--- src/hw/bus_cycle_params.svh ---
// Constants for the processor bus-cycle and clock-stop blocks.
// Assumes inclusion by both ends and the interface; definitions only.
`ifndef BUS_CYCLE_PARAMS_SVH
`define BUS_CYCLE_PARAMS_SVH
`define ADDR_W 32
`define DATA_W 32
`define BURST_WORDS 4
`define BURST_CNT_W 2
`define LINE_OFFSET_MASK 32'h0000000F
`define STOP_GRANT_ADDR 32'h00000010
`define STOP_GRANT_BE 4'hB
`define STOP_REARM_CLOCKS 5
`define STOP_REARM_W 3
`define BUF_DEPTH 2
`endif

--- src/hw/bus_cycle_pkg.sv ---
// Types used by the processor end of the bus and by the testbench.
// Assumes the params header is compiled alongside.
package bus_cycle_pkg;
   typedef enum logic [2:0] {
      CYC_IDLE = 3'h0,
      CYC_BURST_WB = 3'h1,
      CYC_MEM_RD = 3'h2,
      CYC_MEM_WR = 3'h3,
      CYC_LOCK_RD = 3'h4,
      CYC_LOCK_WR = 3'h5,
      CYC_STOP_GRANT = 3'h6,
      CYC_IO = 3'h7
   } cyc_kind_t;
   typedef enum logic [2:0] {
      ST_IDLE = 3'h0,
      ST_ADDR = 3'h1,
      ST_DATA = 3'h3,
      ST_DONE = 3'h2,
      ST_ABORT = 3'h6,
      ST_GRANT = 3'h7,
      ST_HOLD = 3'h5
   } bus_state_t;
endpackage

--- src/hw/cpu_bus_if.sv ---
// Bus between the processor end and the system end.
// Assumes one clock; the testbench resolves tristates from enables.
`timescale 1ns/1ns
`include "bus_cycle_params.svh"
interface cpu_bus_if;
   logic address_strobe_n;
   logic [`ADDR_W-1:0] addr;
   logic [3:0] byte_lane_enables_n;
   logic mem_not_io;
   logic data_not_code;
   logic write_not_read;
   logic burst_last_n;
   logic cache_n;
   logic cache_oe;
   logic lock_n;
   logic multi_cycle_indicator_n;
   logic [`DATA_W-1:0] data_out;
   logic data_oe;
   logic [`DATA_W-1:0] data_in;
   logic ready_n;
   logic burst_ready_n;
   logic line_fill_permit_n;
   logic bus_abort_request_n;
   logic address_float_request;
   logic hold_req;
   logic hold_grant_ack;
   logic clock_stop_request_n;
   modport cpu (output address_strobe_n, addr, byte_lane_enables_n, mem_not_io, data_not_code,
      write_not_read, burst_last_n, cache_n, cache_oe, lock_n, multi_cycle_indicator_n,
      data_out, data_oe, hold_grant_ack,
      input data_in, ready_n, burst_ready_n, line_fill_permit_n, bus_abort_request_n,
      address_float_request, hold_req, clock_stop_request_n);
   modport sys (input address_strobe_n, addr, byte_lane_enables_n, mem_not_io, data_not_code,
      write_not_read, burst_last_n, cache_n, cache_oe, lock_n, multi_cycle_indicator_n,
      data_out, data_oe, hold_grant_ack,
      output data_in, ready_n, burst_ready_n, line_fill_permit_n, bus_abort_request_n,
      address_float_request, hold_req, clock_stop_request_n);
endinterface

--- src/hw/cpu_bus_end.sv ---
// Processor-side end: bus cycles, burst write-back, locked sequences, clock stop.
// Assumes the system end answers with ready or burst-ready on the same clock.
`timescale 1ns/1ns
`include "bus_cycle_params.svh"
// Notes on behaviour
// - Write-back bursts: four words from offset zero
// - Cache flag asserted for cacheable reads, write-backs
// - Cache flag negated for other cycle kinds
// - Cache flag driven only in write-back mode
// - Cache flag valid from strobe to ready
// - Cache flag floats after abort or hold
// - Burst starts with cache low, returns high
// - Burst-last high mid-burst, low at end
// - Ready instead of burst-ready ends burst
// - Locked accesses always go to the bus
// - Hold ignored during locked; abort honoured
// - Locked hit clean: invalidate, read externally
// - Locked hit dirty: copy back, invalidate, read
// - Drain before lock; nothing until final ready (a clean locked read needs only buffer room; only hold is held off mid-lock)
// - Multi-cycle indicator only in write-through mode
// - Clock stop: drain, issue stop-grant, stop clock
// - No clock stop while hold acknowledged
// - Request release resumes, no acknowledge cycles
// - Request priority order depends on cache mode
// - System holds request until grant acknowledged
// - Five clocks negated before next request
// - Stop-grant cycle encoding, must be acknowledged
module cpu_bus_end #(
   parameter int BUF_DEPTH = `BUF_DEPTH
) (
   input wire logic clk,
   input wire logic nrst,
   input wire logic ce,
   cpu_bus_if.cpu bus,
   input wire logic write_back_mode,
   input wire logic req_valid,
   output logic req_ready,
   input wire bus_cycle_pkg::cyc_kind_t req_kind,
   input wire logic [`ADDR_W-1:0] req_addr,
   input wire logic [`DATA_W-1:0] req_data,
   input wire logic req_cacheable,
   input wire logic req_snoop_wb,
   input wire logic req_hit,
   input wire logic req_dirty,
   input wire logic req_lock_last,
   input wire logic flush_busy,
   input wire logic [5:0] ext_req,
   output logic [2:0] ext_grant,
   output logic invalidate_line,
   output logic rd_valid,
   input wire logic rd_ready,
   output logic [`DATA_W-1:0] rd_data,
   output logic clock_stopped,
   output logic resume_pulse
);
   bus_cycle_pkg::bus_state_t state;
   bus_cycle_pkg::cyc_kind_t kind;
   logic [`BURST_CNT_W-1:0] beat;
   logic [`ADDR_W-1:0] base;
   logic [`DATA_W-1:0] wdata;
   logic cacheable;
   logic in_lock;
   logic wb_first;
   logic stop_pending;
   logic stop_seen;
   logic hold_ack;
   logic [`DATA_W-1:0] buf_data [BUF_DEPTH];
   logic [1:0] buf_cnt;
   logic buf_wp;
   logic buf_rp;
   logic done_beat;
   logic last_beat;
   logic bursting;
   logic aborted;
   logic idle;
   assign idle = state == bus_cycle_pkg::ST_IDLE;
   assign aborted = !bus.bus_abort_request_n;
   assign done_beat = state == bus_cycle_pkg::ST_DATA && (!bus.ready_n || !bus.burst_ready_n) && !aborted;
   assign bursting = kind == bus_cycle_pkg::CYC_BURST_WB && bus.ready_n;
   assign last_beat = done_beat && (kind != bus_cycle_pkg::CYC_BURST_WB || beat == 2'(`BURST_WORDS - 1));
   // Request accepted only when idle, no stop pending and buffer room
   assign req_ready = ce && idle && !hold_ack && !stop_pending && !clock_stopped && buf_cnt != 2'(BUF_DEPTH) &&
      !(req_hit && req_dirty && req_kind == bus_cycle_pkg::CYC_LOCK_RD && !wb_first);
   // Priority: 0 reset,1 flush,2 soft reset,3 mgmt,4 nmi,5 maskable; 2 before 1 in write-through; clock stop last
   function automatic logic [2:0] pick(input logic [5:0] r, input logic wb);
      logic [5:0] o;
      o = wb ? r : {r[5:3], r[1], r[2], r[0]};
      pick = 3'h7;
      for (int i = 5; i >= 0; i--) begin
         if (o[i]) begin
            pick = 3'(i);
         end
      end
      if (!wb && o[1] && !o[0]) begin
         pick = 3'h2;
      end else if (!wb && o[2] && !o[0] && !o[1]) begin
         pick = 3'h1;
      end
   endfunction
   assign ext_grant = pick(ext_req, write_back_mode);
   assign bus.data_oe = state == bus_cycle_pkg::ST_DATA && bus.write_not_read && !hold_ack;
   assign bus.cache_oe = write_back_mode && !hold_ack && !aborted;
   assign bus.hold_grant_ack = hold_ack;
   // Bus cycle sequencer
   always_ff @(posedge clk or negedge nrst) begin
      if (!nrst) begin
         state <= bus_cycle_pkg::ST_IDLE;
         kind <= bus_cycle_pkg::CYC_IDLE;
         beat <= 2'h0;
         base <= 32'h00000000;
         wdata <= 32'h00000000;
         cacheable <= 1'b0;
         wb_first <= 1'b0;
         invalidate_line <= 1'b0;
      end else if (ce) begin
         invalidate_line <= 1'b0;
         case (state)
            bus_cycle_pkg::ST_IDLE: begin
               if (stop_pending && !hold_ack && !flush_busy && buf_cnt == 2'h0) begin
                  kind <= bus_cycle_pkg::CYC_STOP_GRANT;
                  base <= `STOP_GRANT_ADDR;
                  cacheable <= 1'b0;
                  state <= bus_cycle_pkg::ST_ADDR;
               end else if (req_valid && req_ready) begin
                  kind <= req_kind;
                  // Write-back bursts start on the line boundary
                  base <= req_kind == bus_cycle_pkg::CYC_BURST_WB ? req_addr & ~`LINE_OFFSET_MASK : req_addr;
                  wdata <= req_data;
                  cacheable <= req_kind == bus_cycle_pkg::CYC_BURST_WB ||
                     (req_kind == bus_cycle_pkg::CYC_MEM_RD && req_cacheable) ||
                     (req_snoop_wb && req_kind == bus_cycle_pkg::CYC_BURST_WB);
                  invalidate_line <= req_kind == bus_cycle_pkg::CYC_LOCK_RD && req_hit;
                  wb_first <= 1'b0;
                  state <= bus_cycle_pkg::ST_ADDR;
               end else if (req_valid && req_kind == bus_cycle_pkg::CYC_LOCK_RD && req_hit && req_dirty &&
                  !stop_pending && !hold_ack && buf_cnt == 2'h0) begin
                  kind <= bus_cycle_pkg::CYC_BURST_WB;
                  base <= req_addr & ~`LINE_OFFSET_MASK;
                  cacheable <= 1'b1;
                  wb_first <= 1'b1;
                  state <= bus_cycle_pkg::ST_ADDR;
               end
               beat <= 2'h0;
            end
            bus_cycle_pkg::ST_ADDR: begin
               state <= aborted ? bus_cycle_pkg::ST_ABORT : bus_cycle_pkg::ST_DATA;
            end
            bus_cycle_pkg::ST_DATA: begin
               if (aborted) begin
                  state <= bus_cycle_pkg::ST_ABORT;
               end else if (last_beat) begin
                  state <= bus_cycle_pkg::ST_IDLE;
                  cacheable <= 1'b0;
               end else if (done_beat && bursting) begin
                  beat <= beat + 2'h1;
                  cacheable <= 1'b1;
               end else if (done_beat) begin
                  state <= bus_cycle_pkg::ST_ADDR;
                  beat <= beat + 2'h1;
               end
            end
            bus_cycle_pkg::ST_ABORT: begin
               if (!aborted) begin
                  state <= bus_cycle_pkg::ST_ADDR;
               end
            end
            default: begin
               state <= bus_cycle_pkg::ST_IDLE;
            end
         endcase
      end
   end
   // Hold acknowledge: not granted mid-lock or mid-cycle
   always_ff @(posedge clk or negedge nrst) begin
      if (!nrst) begin
         hold_ack <= 1'b0;
      end else if (ce) begin
         hold_ack <= bus.hold_req && idle && !in_lock && !(req_valid && req_ready);
      end
   end
   // Lock span: open at first locked cycle, closed after final answer
   always_ff @(posedge clk or negedge nrst) begin
      if (!nrst) begin
         in_lock <= 1'b0;
      end else if (ce) begin
         if (idle && req_valid && req_ready &&
            (req_kind == bus_cycle_pkg::CYC_LOCK_RD || req_kind == bus_cycle_pkg::CYC_LOCK_WR)) begin
            in_lock <= 1'b1;
         end else if (last_beat && kind == bus_cycle_pkg::CYC_LOCK_WR && req_lock_last) begin
            in_lock <= 1'b0;
         end
      end
   end
   // Clock stop: recognised, granted, then released on request rising
   always_ff @(posedge clk or negedge nrst) begin
      if (!nrst) begin
         stop_pending <= 1'b0;
         stop_seen <= 1'b1;
         clock_stopped <= 1'b0;
         resume_pulse <= 1'b0;
      end else if (ce) begin
         resume_pulse <= 1'b0;
         if (!bus.clock_stop_request_n && !clock_stopped && !hold_ack && ext_grant == 3'h7) begin
            stop_pending <= 1'b1;
         end
         if (last_beat && kind == bus_cycle_pkg::CYC_STOP_GRANT) begin
            stop_pending <= 1'b0;
            clock_stopped <= 1'b1;
         end
         stop_seen <= bus.clock_stop_request_n;
         if (clock_stopped && bus.clock_stop_request_n && !stop_seen) begin
            clock_stopped <= 1'b0;
            resume_pulse <= 1'b1;
         end
      end
   end
   // Two-entry read buffer
   always_ff @(posedge clk or negedge nrst) begin
      if (!nrst) begin
         buf_cnt <= 2'h0;
         buf_wp <= 1'b0;
         buf_rp <= 1'b0;
         for (int i = 0; i < BUF_DEPTH; i++) begin
            buf_data[i] <= 32'h00000000;
         end
      end else if (ce) begin
         if (done_beat && !bus.write_not_read && kind != bus_cycle_pkg::CYC_STOP_GRANT) begin
            buf_data[buf_wp] <= bus.data_in;
            buf_wp <= !buf_wp;
         end
         if (rd_valid && rd_ready) begin
            buf_rp <= !buf_rp;
         end
         buf_cnt <= buf_cnt + 2'(done_beat && !bus.write_not_read && kind != bus_cycle_pkg::CYC_STOP_GRANT)
            - 2'(rd_valid && rd_ready);
      end
   end
   assign rd_valid = buf_cnt != 2'h0;
   assign rd_data = buf_data[buf_rp];
   // Bus pin drive
   always_comb begin
      bus.address_strobe_n = !(state == bus_cycle_pkg::ST_ADDR && !aborted);
      bus.addr = base | {26'h0, beat, 4'h0} >> 2;
      bus.byte_lane_enables_n = kind == bus_cycle_pkg::CYC_STOP_GRANT ? `STOP_GRANT_BE : 4'h0;
      bus.mem_not_io = kind != bus_cycle_pkg::CYC_STOP_GRANT && kind != bus_cycle_pkg::CYC_IO;
      bus.data_not_code = kind != bus_cycle_pkg::CYC_STOP_GRANT;
      bus.write_not_read = kind == bus_cycle_pkg::CYC_BURST_WB || kind == bus_cycle_pkg::CYC_MEM_WR ||
         kind == bus_cycle_pkg::CYC_LOCK_WR || kind == bus_cycle_pkg::CYC_STOP_GRANT;
      bus.burst_last_n = kind == bus_cycle_pkg::CYC_BURST_WB && beat != 2'(`BURST_WORDS - 1);
      bus.cache_n = !(cacheable && !idle && !(state == bus_cycle_pkg::ST_ADDR &&
         kind == bus_cycle_pkg::CYC_BURST_WB && beat != 2'h0)) || beat != 2'h0;
      bus.lock_n = !in_lock;
      bus.multi_cycle_indicator_n = write_back_mode || !(kind == bus_cycle_pkg::CYC_BURST_WB && !idle);
      bus.data_out = wdata;
   end
endmodule

--- src/flat_wrapper.sv ---
// flat-port wrapper written by rule: the top's interface ports become plain ports
module cpu_bus_end_flat 
#(
   parameter int BUF_DEPTH = `BUF_DEPTH
)
  (clk, nrst, ce, write_back_mode, req_valid, req_ready, req_kind, req_addr, req_data, req_cacheable, req_snoop_wb, req_hit, req_dirty, req_lock_last, flush_busy, ext_req, ext_grant, invalidate_line, rd_valid, rd_ready, rd_data, clock_stopped, resume_pulse, bus_address_strobe_n, bus_addr, bus_byte_lane_enables_n, bus_mem_not_io, bus_data_not_code, bus_write_not_read, bus_burst_last_n, bus_cache_n, bus_cache_oe, bus_lock_n, bus_multi_cycle_indicator_n, bus_data_out, bus_data_oe, bus_hold_grant_ack, bus_data_in, bus_ready_n, bus_burst_ready_n, bus_line_fill_permit_n, bus_bus_abort_request_n, bus_address_float_request, bus_hold_req, bus_clock_stop_request_n);
  cpu_bus_if bus_i ();
  input wire logic clk;
  input wire logic nrst;
  input wire logic ce;
  input wire logic write_back_mode;
  input wire logic req_valid;
  output logic req_ready;
  input wire bus_cycle_pkg::cyc_kind_t req_kind;
  input wire logic [`ADDR_W-1:0] req_addr;
  input wire logic [`DATA_W-1:0] req_data;
  input wire logic req_cacheable;
  input wire logic req_snoop_wb;
  input wire logic req_hit;
  input wire logic req_dirty;
  input wire logic req_lock_last;
  input wire logic flush_busy;
  input wire logic [5:0] ext_req;
  output logic [2:0] ext_grant;
  output logic invalidate_line;
  output logic rd_valid;
  input wire logic rd_ready;
  output logic [`DATA_W-1:0] rd_data;
  output logic clock_stopped;
  output logic resume_pulse;
  output wire logic [$bits(bus_i.address_strobe_n)-1:0] bus_address_strobe_n;
  output wire logic [$bits(bus_i.addr)-1:0] bus_addr;
  output wire logic [$bits(bus_i.byte_lane_enables_n)-1:0] bus_byte_lane_enables_n;
  output wire logic [$bits(bus_i.mem_not_io)-1:0] bus_mem_not_io;
  output wire logic [$bits(bus_i.data_not_code)-1:0] bus_data_not_code;
  output wire logic [$bits(bus_i.write_not_read)-1:0] bus_write_not_read;
  output wire logic [$bits(bus_i.burst_last_n)-1:0] bus_burst_last_n;
  output wire logic [$bits(bus_i.cache_n)-1:0] bus_cache_n;
  output wire logic [$bits(bus_i.cache_oe)-1:0] bus_cache_oe;
  output wire logic [$bits(bus_i.lock_n)-1:0] bus_lock_n;
  output wire logic [$bits(bus_i.multi_cycle_indicator_n)-1:0] bus_multi_cycle_indicator_n;
  output wire logic [$bits(bus_i.data_out)-1:0] bus_data_out;
  output wire logic [$bits(bus_i.data_oe)-1:0] bus_data_oe;
  output wire logic [$bits(bus_i.hold_grant_ack)-1:0] bus_hold_grant_ack;
  input wire logic [$bits(bus_i.data_in)-1:0] bus_data_in;
  input wire logic [$bits(bus_i.ready_n)-1:0] bus_ready_n;
  input wire logic [$bits(bus_i.burst_ready_n)-1:0] bus_burst_ready_n;
  input wire logic [$bits(bus_i.line_fill_permit_n)-1:0] bus_line_fill_permit_n;
  input wire logic [$bits(bus_i.bus_abort_request_n)-1:0] bus_bus_abort_request_n;
  input wire logic [$bits(bus_i.address_float_request)-1:0] bus_address_float_request;
  input wire logic [$bits(bus_i.hold_req)-1:0] bus_hold_req;
  input wire logic [$bits(bus_i.clock_stop_request_n)-1:0] bus_clock_stop_request_n;
  assign bus_address_strobe_n = bus_i.address_strobe_n;
  assign bus_addr = bus_i.addr;
  assign bus_byte_lane_enables_n = bus_i.byte_lane_enables_n;
  assign bus_mem_not_io = bus_i.mem_not_io;
  assign bus_data_not_code = bus_i.data_not_code;
  assign bus_write_not_read = bus_i.write_not_read;
  assign bus_burst_last_n = bus_i.burst_last_n;
  assign bus_cache_n = bus_i.cache_n;
  assign bus_cache_oe = bus_i.cache_oe;
  assign bus_lock_n = bus_i.lock_n;
  assign bus_multi_cycle_indicator_n = bus_i.multi_cycle_indicator_n;
  assign bus_data_out = bus_i.data_out;
  assign bus_data_oe = bus_i.data_oe;
  assign bus_hold_grant_ack = bus_i.hold_grant_ack;
  assign bus_i.data_in = bus_data_in;
  assign bus_i.ready_n = bus_ready_n;
  assign bus_i.burst_ready_n = bus_burst_ready_n;
  assign bus_i.line_fill_permit_n = bus_line_fill_permit_n;
  assign bus_i.bus_abort_request_n = bus_bus_abort_request_n;
  assign bus_i.address_float_request = bus_address_float_request;
  assign bus_i.hold_req = bus_hold_req;
  assign bus_i.clock_stop_request_n = bus_clock_stop_request_n;
  cpu_bus_end #(.BUF_DEPTH(BUF_DEPTH)) u_core (.clk(clk), .nrst(nrst), .ce(ce), .bus(bus_i), .write_back_mode(write_back_mode), .req_valid(req_valid), .req_ready(req_ready), .req_kind(req_kind), .req_addr(req_addr), .req_data(req_data), .req_cacheable(req_cacheable), .req_snoop_wb(req_snoop_wb), .req_hit(req_hit), .req_dirty(req_dirty), .req_lock_last(req_lock_last), .flush_busy(flush_busy), .ext_req(ext_req), .ext_grant(ext_grant), .invalidate_line(invalidate_line), .rd_valid(rd_valid), .rd_ready(rd_ready), .rd_data(rd_data), .clock_stopped(clock_stopped), .resume_pulse(resume_pulse));
endmodule
--- config.mk ---
export PLATFORM = sky130hd
export DESIGN_NAME = cpu_bus_end_flat
export DESIGN_NICKNAME = d
export VERILOG_FILES = /design/src/hw/bus_cycle_pkg.sv /design/src/hw/cpu_bus_if.sv /design/src/hw/cpu_bus_end.sv /design/src/flat_wrapper.sv
export VERILOG_INCLUDE_DIRS = /design/src /design/src/hw
export SDC_FILE = /design/constraint.sdc
export NUM_CORES = 1
export LEC_CHECK = 0
export ABC_CLOCK_PERIOD_IN_PS = 2120
export BUFFER_PORTS_ARGS = -buffer_cell sky130_fd_sc_hd__clkbuf_2
export CAP_MARGIN = 20
export CORE_MARGIN = 3
export CORE_UTILIZATION = 50
export DETAILED_ROUTE_END_ITERATION = 16
export HOLD_SLACK_MARGIN = 0.08
export PLACE_DENSITY_LB_ADDON = 0.2
export RECOVER_POWER = 25
export SYNTH_ARGS = -nofsm -noshare
export SYNTH_HDL_FRONTEND = slang
export SYNTH_SLANG_ARGS = --single-unit
--- constraint.sdc ---
create_clock -name clk -period 2.12 [get_ports clk]
set_input_delay 0.318 -clock clk [delete_from_list [all_inputs] [get_ports clk]]
set_output_delay 0.318 -clock clk [all_outputs]
set_load 0.005 [all_outputs]
# == Yosys cells after proc, flatten, opt, wreduce, memory -nomap -nowiden ==
# Index checks and enable logic that the tools add are counted.
# word_totals
reg_bits,149
inputBits,124
wordCells,226
# classes
add_sub_neg,3
magnitude_cmp,3
n_eq_ne,26
n_mux,55
bitwise_logic,4
n_reduce_logical,116
# ops
cell,n
$mux W32,7
$bwmux W64,1
$logic_and A1 B1 Y1,62
$mux W3,18
$demux W32 S1,1
$or A32 B4 Y32,1
$logic_not A1 Y1,23
$eq A3 B3 Y1 const B,6
$mux W1,17
$reduce_and A5 Y1,3
$reduce_bool A2 Y1,7
$mux W2,6
$pmux W3 S4,1
$logic_or A1 B1 Y1,10
$ne A2 B2 Y1 const B,5
$reduce_and A2 Y1,5
$eq A3 B1 Y1 const B,3
$eq A3 B2 Y1 const B,3
$mux W4,2
$reduce_and A4 Y1,2
$ne A3 B2 Y1 const B,2
$ne A3 B3 Y1 const B,2
$ge A2 B2 Y1 const B,2
$ne A4 B2 Y1 const B,1
16 further kinds,17

# == Logic depth before layout (Yosys ltp) ==
# Gate-level depths: netlist of the first run.
# logic_depth
ltp_word,12
ltp_mapped,9
ltp_nobuf,8

# == Worst setup path after synthesis of the first run ==
# Ideal clock, no wire load.
# synth_timing
kind,register -> register
startpoint,"register u_core.hold_ack, in the netlist u_core.bus.hold_grant_ack"
endpoint,"register u_core.wdata[22], in the netlist u_core.bus.data_out[22]"
arrival_ns,1.836
t_required_ns,1.995
slack_ns,0.159
stages_incl_launch_ff,7
path_buffers,2
synth_period_minus_slack_ns,1.961
cell_sequence,dfrtp_1 or2_0 a311o_4 nor2_4 buf_6 buf_4 mux2_2
# synth_between
elab_chain_cells,8
word_cells_on_any_way,12
classes_between,bitwise: 1; reduce/logical: 11
# synth_rtl
item,line_no,source
from (decl),cpu_bus_end.sv:66,logic hold_ack;
from (signal assigned),cpu_bus_end.sv:178,hold_ack <= bus.hold_req && idle && !in_lock && !(req_valid && req_ready);
$logic_not A1 Y1 *,"cpu_bus_end.sv:82, cpu_bus_end.sv:119",
$logic_and A1 B1 Y1 (5 in a row),cpu_bus_end.sv:82,assign req_ready = ce && idle && !hold_ack && !stop_pending && !clock_stopped && buf_cnt != 2'(BUF_DEPTH) &&
$logic_and A1 B1 Y1,cpu_bus_end.sv:124,end else if (req_valid && req_ready) begin
$reduce_and A4 Y1 (no line) *,n/a,
to (signal assigned),cpu_bus_end.sv:128,wdata <= req_data;
to (decl),cpu_bus_end.sv:60,logic [`DATA_W-1:0] wdata;
# Mark *: on every way between the ends. The rest lies on a longest branch, timed or not.
# A chain may end at the register's enable or synchronous reset.

# == Worst setup path after layout of the first run ==
# layout_timing
startpoint,register u_core.clock_stopped
endpoint,output req_ready
# layout_between
elab_chain_cells,4
# layout_rtl
item,line_no,source
from (decl),cpu_bus_end.sv:53,"output logic clock_stopped,"
from (signal assigned),cpu_bus_end.sv:199,clock_stopped <= 1'b0;
from (signal assigned),cpu_bus_end.sv:208,clock_stopped <= 1'b1;
from (signal assigned),cpu_bus_end.sv:212,clock_stopped <= 1'b0;
$logic_not A1 Y1,cpu_bus_end.sv:82,
$logic_and A1 B1 Y1 (3 in a row),cpu_bus_end.sv:82,
to (decl),flat_wrapper.sv:13,output logic req_ready;
# No other way between the ends.

==> reports/qor.yml, run 1 <==
finish:
  seq_area_mm2: 0.00373
  antennaDiodeCount: 0
  finalNetCount: 866
  utilization_pct: 67.1
  multiInputGateArea_mm2: 0.00264
  fillers: 971
  layout.cells.non_filler: 922
  syn2layout_area_growth_pct: 28.2
  layout-drive-gt1-share_pct: 60.0
sta:
  finClkSkew_ns: 0.00811
  finalHoldViolCount: 0
  whs_ns: 0.120
  finalMaxSlewViolations: 0
  fmax_ghz: 0.486
  max_slew_margin_pct: 45.6
  setup_tns_ns: 0
  worst_slew_pin_slew_ns: 0.817
  period_needed_ns: 2.06
  post-route-period-util_pct: 97.0
  setup_violations: 0
grt:
  antenna_found_initial: 0
  grt_max_degree: 63
  grt_first_pass_wirelength_um: 25000
  grt_usage_pct: 21.5
  first_global_vias: 5234
  overflow: 0
worst_setup_path:
  critical_path.top_delay_family: "flip-flops"
  required_ns: 1.80
  crit_chain: "or2_0 > a311o_4 > nor3_4 > clkbuf_2"
  path_max_fanout: 5
  startpoint_type: "register"
  slowest_delay_ns: 0.40
  endpoint_kind: "primary output"
  cpMaxStageDelayCell: "dfrtp_1"
  critical_path_class: "register to primary output"
  cp.arrival_ns: 1.74
  cp_num_buf_inv: 1
place:
  gp_congestion: 0.877
  dpl.cell_count: 884
  portBuffers: 238
  dp_hpwl_um: 11400
yosys:
  netlist.area_leader.share_pct: 54.5
  ys_async_sr_fraction_pct: 100
  syn_area_mm2: 0.00680
  synth_most_common_cell: "dfrtp_1"
  synth_common_cells: "dfrtp_1 (148), mux2_2 (130), buf_4 (34)"
  synthTopCellsByArea: "dfrtp_1 (54%), mux2_2 (22%), a22o_1 (4.0%), buf_4 (3.8%), buf_2 (1.1%)"
  ys_ff_latch: 149
  synthCells: 512
  synth_edf_count: 0
  yosysTopAreaCell: "dfrtp_1"
  yosysUniqueCellTypes: 58
  ys.flop_type: "dfrtp_1"
  syn_nets: 640
  ys_warn_count: 0
  seq_area_frac_synth_pct: 54.9
  avgSynthCellArea_um2: 13.3
route:
  ant_nets: 0
  remaining_drc_errors: 0
  routed_wl_um: 15700
  drt-initial-drc-count: 169
  drt-pass1-iter-count: 4
  vias_per_cell: 5.31
  vias: 4898
  wl_per_cell_um: 17.0
hold_path:
  hold_path_class: "input port to register"
clocking:
  cts_buffers: 17
  cts_tree: "done"
  clk_path_buf_depth: 2
  clock-sinks: 149
  clkLatencyLatePin_ns: 0.42
  cts_max_level: 4
  clkTransAtPathRegs_ns: 0.06
  cts_root_buffer: "clkbuf_16"
die:
  initial_core_util_pct: 52.4
  die_width_um: 123
  core_area_mm2: 0.0130
  pin_count: 243
  die_height_um: 123
  num_rows: 41
  die_area_mm2: 0.0150
flow_run:
  cap_violations: 0
power_and_ir_drop:
  ir_drop_uv: 711
  p_leak_nw: 4.74
  powerDensity_mw_per_mm2: 1110
  finalPower_mw: 9.70
outcome:
  outcome: "finished, final reports clean"
-- metal layers --
layer | vias up | wire [µm] | global-route usage [%]
li1 | 2245 | - | -
met1 | 2416 | 5950 | 23.3
met2 | 207 | 8020 | 38.1
met3 | 30 | 1390 | 7.60
met4 | 0 | 352 | 9.10
met5 | - | 0 | 0
-- repair_timing --
| item | in CTS | in global routing |
|---|---|---|
| setup endpoints to repair | 4 | 5 |
| hold buffers | 1 | 0 |
| hold endpoints to repair | 56 | 0 |
| resized for setup | 3 | 10 |
| pin swaps | 2 | 3 |
| buffers inserted | 3 | 3 |
-- flip-flops by register name, summed over array words and instances (netlist names), 2 cells and up --
register,cells
u_core.buf_data,64
u_core.base,32
u_core.bus.data_out,32
u_core.kind,3
u_core.state,3
u_core.beat,2
u_core.buf_cnt,2
-- layout by cell type, fill, tap and decap left out, drive strengths merged, types with 2 or more instances in the layout --
cell / count
clkbuf: 257
dfrtp: 148
mux2: 133
a22o: 31
buf: 27
inv: 20
nand2: 17
nor2: 16
a21oi: 11
clkinv: 8
o21ai: 5
or2: 5
nor3: 5
nor2b: 4
nand3b: 4
o22ai: 4
ha: 4
nand2b: 3
a31oi: 3
nand3: 3
xnor2: 3
o21bai: 2
a21o: 2
or3: 2
nor3b: 2
and3: 2
xor2: 2
nand4: 2
o21a: 2
o31ai: 2
bufinv: 2
a311o: 2
-- final cells by class --
| type | instances | area share [%] |
|---|---|---|
| Clock buffer | 18 | 5.04 |
| Clock inverter | 13 | 1.52 |
| Inverter | 18 | 0.776 |
| Multi-Input combinational cell | 285 | 30.3 |
| Sequential cell | 149 | 42.8 |
| Tap cell | 172 | 2.47 |
| Timing Repair Buffer | 267 | 17.0 |
-- report_power, final --
group | leakage, nW | switching [mW] | internal (mW)
clock network | 0.286 | 1.14 | 1.75
registers | 2.02 | 0.407 | 3.51
logic | 2.43 | 1.33 | 1.57
-- logic make-up (layout without fill, tap and decap cells) --
logic type | after synthesis | in the layout | share of synthesized area, %
AOI/OAI and AO/OA | 69 | 69 | 8.12
xor gates and xnor gates | 5 | 5 | 0.644
adders and majority gates | 4 | 4 | 0.736
buffers and inverters | 78 | 316 | 7.01
DFF | 149 | 149 | 54.9
muxes | 133 | 133 | 22.0
other | 1 | 1 | 0.0552
and+or+nand+nor | 73 | 73 | 6.53
-- path summary, 6_finish.rpt --
path                                             startpoint  slack, ns  cells past startpoint                             endpoint
max in group asynchronous                              nrst       0.45                      3  u_core.bus.data_out[14]$_DFFE_PN0P_
hold / removal                                 req_addr[26]       0.12                      2          u_core.base[26]$_DFFE_PN0P_
hold reg to reg             u_core.buf_data[15]$_DFFE_PN0P_       0.49                      1      u_core.buf_data[15]$_DFFE_PN0P_
setup reg to reg                 u_core.beat[1]$_DFFE_PN0P_       0.13                      6           u_core.beat[1]$_DFFE_PN0P_
min in group asynchronous                              nrst       0.46                      2          u_core.base[17]$_DFFE_PN0P_
setup / recovery           u_core.clock_stopped$_DFFE_PN0P_       0.06                      4                            req_ready
-- worst reg2reg max path: cells and delay by family (launching register included) --
| kind | cells | cell delay, ns |
|---|---|---|
| mux | 1 | 0.31 |
| buf+inv | 1 | 0.17 |
| fa+ha+maj | 1 | 0.20 |
| compound gates | 1 | 0.14 |
| flops | 1 | 0.41 |
| simple gates | 2 | 0.66 |
-- stage by stage --
stage	cell area [µm²]	worst slack, ns
after floorplan	6800	0.159
after global placement	8050	0.0962
after detailed placement	8050	0.0393
after CTS	8670	-0.00215
after global routing	8710	-0.00184
final	8710	0.0644
(Power assumes the default switching activity.)
==> run 2: changes to the inputs <==
--- a/config.mk
+++ b/config.mk
@@ -6,11 +6,11 @@
 export SDC_FILE = /design/constraint.sdc
 export NUM_CORES = 1
 export LEC_CHECK = 0
-export ABC_CLOCK_PERIOD_IN_PS = 2120
+export ABC_CLOCK_PERIOD_IN_PS = 2550
 export BUFFER_PORTS_ARGS = -buffer_cell sky130_fd_sc_hd__clkbuf_2
 export CAP_MARGIN = 20
 export CORE_MARGIN = 3
-export CORE_UTILIZATION = 50
+export CORE_UTILIZATION = 54
 export DETAILED_ROUTE_END_ITERATION = 16
 export HOLD_SLACK_MARGIN = 0.08
 export PLACE_DENSITY_LB_ADDON = 0.2
==> constraint.sdc (replaced) <==
create_clock -name clk -period 2.55 [get_ports clk]
set_input_delay 0.3825 -clock clk [delete_from_list [all_inputs] [get_ports clk]]
set_output_delay 0.3825 -clock clk [all_outputs]
set_load 0.005 [all_outputs]
==> reports/qor.yml, run 2 (synthesis results as in run 1) <==
outcome:
  outcome: "finished, final reports clean"
finish:
  layout.cells.non_filler: 902  # -2.2%
  antennaDiodeCount: 0  # unchanged
  layout-drive-gt1-share_pct: 56.0  # -4.0 points
  fin_area_mm2: 0.00851  # -2.4%
  top_register: "u_core.buf_data"
  largest_reg_flops: 64  # unchanged
  layout_common_cells: "clkbuf_2 (226), dfrtp_1 (148), mux2_2 (130)"
  finalNetCount: 849  # -2.0%
  syn2layout_area_growth_pct: 25.1
  layout.cells.most_common: "clkbuf_2"
  utilization_pct: 69.9  # +2.8 points
route:
  ant_nets: 0  # unchanged
  wl_per_cell_um: 16.6  # -2.4%
  remaining_drc_errors: 0  # unchanged
  vias: 4748  # -3.1%
  routed_wl_um: 15000  # -4.5%
  drt-pass1-iter-count: 5  # +1
  drt-initial-drc-count: 217  # +28%
  vias_per_cell: 5.26  # -0.91%
worst_setup_path:
  path_max_fanout: 6  # +1
  critical_path.top_delay_family: "simple AND/OR/NAND/NOR gates"
  critical_path_class: "register to primary output"
  crit_chain: "or2_0 > a311o_4 > nor3_1 > clkbuf_2"
  cpMaxStageDelayCell: "dfrtp_1"
  startpoint_type: "register"
  slowest_delay_ns: 0.44  # +0.04 ns
  regToRegSetupSlack_ns: 0.41  # +0.28 ns
  endpoint_kind: "primary output"
  cp_num_buf_inv: 1  # unchanged
  required_ns: 2.17  # +0.37 ns
  cp.arrival_ns: 1.90  # +0.16 ns
die:
  initial_core_util_pct: 55.9  # +3.5 points
  core_area_mm2: 0.0122  # -6.3%
  die_width_um: 118  # -3.6%
  num_rows: 40  # -2.4%
  pin_count: 243  # unchanged
  die_height_um: 118  # -3.6%
  die_area_mm2: 0.0140  # -7.0%
power_and_ir_drop:
  p_sw_share_pct: 28.7  # -0.85 points
  powerDensity_mw_per_mm2: 925  # -17%
  p_seq_share_pct: 41.7  # +1.3 points
  p_int_mw: 5.60  # -18%
  power_frac_clock_pct: 31.3  # +1.6 points
  power_frac_comb_pct: 27.0  # -2.9 points
  switchingPower_mw: 2.26  # -21%
  p_leak_nw: 4.60  # -3.0%
  ir_drop_uv: 662  # -6.9%
clocking:
  clock-sinks: 149  # unchanged
  clkTransAtPathRegs_ns: 0.06  # about the same
  cts_max_level: 4  # unchanged
  cts_root_buffer: "clkbuf_16"
  post_cts_buffers: 0  # -3
  cts_tree: "done"
  cts_hold_buf: 1  # unchanged
  cts_resized: 0  # -3
  cts_buffers: 17  # unchanged
  clkLatencyLatePin_ns: 0.41  # about the same
  clk_path_buf_depth: 2  # unchanged
place:
  placed_area_mm2: 0.00794  # -1.4%
  portBuffers: 238  # unchanged
  dpl.cell_count: 869  # -1.7%
  gp_congestion: 0.890  # +1.5%
  dp_hpwl_um: 10800  # -5.0%
sta:
  finalMaxSlewViolations: 0  # unchanged
  setup_violations: 0  # unchanged
  finClkSkew_ns: 0.00851  # +0.000394 ns
  post-route-period-util_pct: 89.6
  period_needed_ns: 2.29
  rsz0062_at_grt: "no"
  finalHoldViolCount: 0  # unchanged
  fmax_ghz: 0.438
  max_slew_margin_pct: 4.12  # -41 points
  setup_tns_ns: 0  # unchanged
  worst_slew_pin_slew_ns: 1.44  # +0.621 ns
grt:
  grt_first_pass_wirelength_um: 25100  # +0.47%
  first_global_vias: 5168  # -1.3%
  grt_max_degree: 58  # -7.9%
  overflow: 0  # unchanged
  antenna_found_initial: 0  # unchanged
  grt_usage_pct: 22.1  # +0.62 points
hold_path:
  hold_path_class: "input port to register"
flow_run:
  cap_violations: 0  # unchanged
## run 2: cell types whose count changed in the layout (fill, tap and decap cells not counted), moves of 3 or more
cell	delta
clkbuf_1	+15
buf_4	-13
clkbuf_2	-11
clkbuf_8	+4
clkinv_2	-4
buf_6	-3
## run 2: cell type report
class,count,area [µm²]
Fill cell,917,3650
Tap cell,168,210
Clock inverter,7,93.8
Inverter,18,67.6
Timing Repair Buffer,250,1300
Clock buffer,25,505
Sequential cell,149,3730
Multi-Input combinational cell,285,2600
## run 2: path summary, 6_finish.rpt
kind                                                        to                                  start  cells after the start
hold reg to reg                     u_core.base[2]$_DFFE_PN0P_             u_core.base[2]$_DFFE_PN0P_                      1
setup reg to reg           u_core.bus.data_out[11]$_DFFE_PN0P_            u_core.state[0]$_DFFE_PN0P_                      5
min in group asynchronous          u_core.base[25]$_DFFE_PN0P_                                   nrst                      2
max in group asynchronous      u_core.buf_data[55]$_DFFE_PN0P_                                   nrst                      3
setup / recovery                                     req_ready  u_core.bus.hold_grant_ack$_DFFE_PN0P_                      4
hold / removal                      u_core.base[2]$_DFFE_PN0P_                            req_addr[2]                      2
## run 2: worst register-to-register path, stage by stage, from the launching register on
cell     delay (ns)
dfrtp_1        0.49
nor4b_4        0.46
nand3_2        0.22
nor2_4         0.24
buf_12         0.24
mux2_2         0.38
## run 2: metal layers
layer	GRT usage (%)	up-vias	wire length, µm
met3	6.65	24	1010
met1	26.8	2330	6270
met5	0	-	0
li1	-	2205	-
met4	7.84	0	300
met2	37.6	189	7430
## run 2: power by group through the flow
stage               clock network, mW  logic [mW]  registers [mW]
global placement                    0        2.10            3.27
CTS                              2.52        2.18            3.28
finish                           2.46        2.12            3.28
floorplan                           0        1.47            3.23
global route                     2.64        2.33            3.36
detailed placement                  0        2.16            3.31
## run 2: per-stage QoR
step / total power, mW / hold slack (ns) / worst slack, ns
after global placement: 5.37 / 0.371 / 0.399
final: 7.86 / 0.197 / 0.265
after detailed placement: 5.47 / 0.389 / 0.367
after CTS: 7.98 / 0.179 / 0.246
after floorplan: 4.70 / 0.0869 / 0.589
after global routing: 8.33 / 0.180 / 0.115
==> run 3: changes to the inputs <==
--- a/config.mk
+++ b/config.mk
@@ -6,7 +6,8 @@
 export SDC_FILE = /design/constraint.sdc
 export NUM_CORES = 1
 export LEC_CHECK = 0
-export ABC_CLOCK_PERIOD_IN_PS = 2550
+export ABC_AREA = 1
+export ABC_CLOCK_PERIOD_IN_PS = 2830
 export BUFFER_PORTS_ARGS = -buffer_cell sky130_fd_sc_hd__clkbuf_2
 export CAP_MARGIN = 20
 export CORE_MARGIN = 3
==> constraint.sdc (replaced) <==
create_clock -name clk -period 2.83 [get_ports clk]
set_input_delay 0.4245 -clock clk [delete_from_list [all_inputs] [get_ports clk]]
set_output_delay 0.4245 -clock clk [all_outputs]
set_load 0.005 [all_outputs]
==> reports/qor.yml, run 3 <==
worst_setup_path:
  required_ns: 2.41  # +0.24 ns
  startpoint_type: "register"
  cpMaxStageDelayCell: "dfrtp_1"
  crit_chain: "nand2_1 > nor2_1 > inv_1 > nand2_1 > nand3_1 > inv_1 > clkbuf_2"
  crit_end: "bus_data_oe"
  endpoint_kind: "primary output"
  regToRegSetupSlack_ns: 0.66  # +0.25 ns
  startpoint: "u_core.kind[2]$_DFFE_PN0P_"
  reg2reg_depth: 10  # +5
  cp.arrival_ns: 1.87  # -0.03 ns
  slowest_delay_ns: 0.40  # -0.04 ns
  r2r-start: "u_core.state[0]$_DFFE_PN0P_"
  r2r-end: "u_core.kind[1]$_DFFE_PN0P_"
  critical_path_class: "register to primary output"
  path_max_fanout: 5  # -1
finish:
  layout.cells.most_common: "nand2_1"
  layout_common_cells: "nand2_1 (408), clkbuf_2 (236), dfrtp_1 (148)"
  multiInputGateArea_mm2: 0.00255  # -1.8%
  antennaDiodeCount: 0  # unchanged
  fin_area_mm2: 0.00871  # +2.4%
  layout-drive-gt1-share_pct: 29.2  # -27 points
  top_register: "u_core.buf_data"
  fillers: 1125  # +23%
  syn2layout_area_growth_pct: 24.2
  seq_area_mm2: 0.00373  # unchanged
  utilization_pct: 68.8  # -1.2 points
  largest_reg_flops: 64  # unchanged
  finalNetCount: 1196  # +41%
die:
  initial_core_util_pct: 55.4  # -0.53 points
  core_area_mm2: 0.0127  # +4.2%
  num_rows: 41  # +2.5%
  pin_count: 243  # unchanged
  die_area_mm2: 0.0144  # +3.0%
  die_height_um: 120  # +1.5%
  die_width_um: 120  # +1.5%
clocking:
  clk_path_buf_depth: 2  # unchanged
  clock-sinks: 149  # unchanged
  cts_tree: "done"
  clkLatencyLatePin_ns: 0.42  # about the same
  cts_buffers: 17  # unchanged
  clkTransAtPathRegs_ns: 0.06  # about the same
  cts_resized: 0  # unchanged
  cts_root_buffer: "clkbuf_16"
  post_cts_buffers: 0  # unchanged
  cts_hold_buf: 1  # unchanged
  cts_max_level: 4  # unchanged
grt:
  grt_max_degree: 66  # +14%
  grt_usage_pct: 23.6  # +1.5 points
  grt_first_pass_wirelength_um: 27300  # +8.6%
  antenna_found_initial: 0  # unchanged
  first_global_vias: 5777  # +12%
  overflow: 0  # unchanged
power_and_ir_drop:
  ir_drop_uv: 448  # -32%
  finalPower_mw: 8.20  # +4.3%
  p_leak_nw: 5.08  # +11%
  powerDensity_mw_per_mm2: 942  # +1.8%
place:
  gp_congestion: 0.826  # -7.2%
  portBuffers: 238  # unchanged
  dp_hpwl_um: 11700  # +8.6%
  placed_area_mm2: 0.00809  # +1.9%
yosys:
  ys.flop_type: "dfrtp_1"
  synthTopCellsByArea: "dfrtp_1 (53%), nand2_1 (22%), buf_4 (3.6%), inv_1 (3.6%), o21ai_0 (3.3%)"
  synth_edf_count: 0  # unchanged
  synth_common_cells: "nand2_1 (408), dfrtp_1 (148), inv_1 (68)"
  avgSynthCellArea_um2: 8.09  # -39%
  ys_async_sr_fraction_pct: 100  # unchanged
  netlist.area_leader.share_pct: 52.8  # -1.7 points
  syn_area_mm2: 0.00702  # +3.2%
  synth_most_common_cell: "nand2_1"
  syn_nets: 995  # +55%
  seq_area_frac_synth_pct: 53.2  # -1.7 points
  yosysUniqueCellTypes: 37  # -36%
  ys_warn_count: 0  # unchanged
  yosysTopAreaCell: "dfrtp_1"
  ys_ff_latch: 149  # unchanged
  synthCells: 867  # +69%
route:
  remaining_drc_errors: 0  # unchanged
  ant_nets: 0  # unchanged
  vias_per_cell: 4.78  # -9.2%
  drt-initial-drc-count: 405  # +87%
  wl_per_cell_um: 13.2  # -21%
  drt-pass1-iter-count: 5  # unchanged
  vias: 5988  # +26%
  routed_wl_um: 16500  # +10%
sta:
  finalMaxSlewViolations: 62  # +62
  post-route-period-util_pct: 81.1
  rsz0062_at_grt: "no"
  setup_tns_ns: 0  # unchanged
  setup_violations: 0  # unchanged
  period_needed_ns: 2.29
  whs_ns: 0.194  # -0.00276 ns
  fmax_ghz: 0.436
  max_slew_margin_pct: -1.42  # -5.5 points
  finClkSkew_ns: 0.0104  # +0.00193 ns
  finalHoldViolCount: 0  # unchanged
  worst_slew_pin_slew_ns: 1.52  # +0.0831 ns
outcome:
  violations: "capacitance limit, slew limit"
  outcome: "complete, but fails checks"
hold_path:
  hold_path_class: "input port to register"
flow_run:
  cap_violations: 1  # +1
run 3: cell types whose count changed after synthesis, moves of 13 or more:
cell,delta
nand3_1,+18
o21ai_2,+23
mux2_2,-130
inv_1,+50
nand2_1,+392
a22o_1,-31
o21ai_0,+41
nor2_1,+13
run 3: layout make-up:
cell class / count / area share, %
Clock inverter: 13 / 1.75
Timing Repair Buffer: 250 / 15.5
Tap cell: 172 / 2.47
Multi-Input combinational cell: 578 / 29.3
Clock buffer: 19 / 5.08
Inverter: 72 / 3.10
Sequential cell: 149 / 42.8
run 3: where the power goes:
part           internal, mW  total (mW)  switching [mW]
Clock                  1.40        2.25           0.849
Sequential             2.91        3.37           0.457
Combinational          1.12        2.58            1.46
run 3: through the flow:
stage               std cells  setup slack [ns]
floorplan                 867              1.12
global placement         1219             0.509
detailed placement       1219             0.509
CTS                      1252             0.305
global route             1253             0.390
finish                   1253             0.536
run 3: worst min-delay path by stage:
stage / from / endpoint / slack [ns] / cells after the start
2_1_floorplan: nrst / u_core.base[0]$_DFFE_PN0P_ / 0.13 / 0
3_3_place_gp: nrst / u_core.base[28]$_DFFE_PN0P_ / 0.44 / 1
3_5_place_dp: nrst / u_core.base[29]$_DFFE_PN0P_ / 0.44 / 1
4_1_cts: req_data[22] / u_core.bus.data_out[22]$_DFFE_PN0P_ / 0.18 / 3
5_1_grt: req_data[15] / u_core.bus.data_out[15]$_DFFE_PN0P_ / 0.20 / 3
6_report: req_data[22] / u_core.bus.data_out[22]$_DFFE_PN0P_ / 0.19 / 3
run 3: logic make-up (layout without fill, tap and decap cells):
kind of cell               Yosys count  count (layout)  synth area share [%]
AOI/OAI and AO/OA                   92              92                  7.94
and+or+nand+nor                    479             479                  27.4
xor gates and xnor gates             2               2                 0.250
other                                1               1                0.0535
buffers and inverters              140             354                  10.5
adders and majority gates            4               4                 0.713
DFF                                149             149                  53.2
run 3: critical path, delay by kind of cell, from the launching register on:
family	cells	cell delay, ns
buf+inv	3	0.27
flops	1	0.40
simple gates	4	0.79
run 3: layer usage:
metal / track usage [%] / wire [µm]
met1: 29.9 / 6840
met5: 0 / 0
met2: 38.2 / 7890
met4: 10.5 / 575
met3: 6.50 / 1230
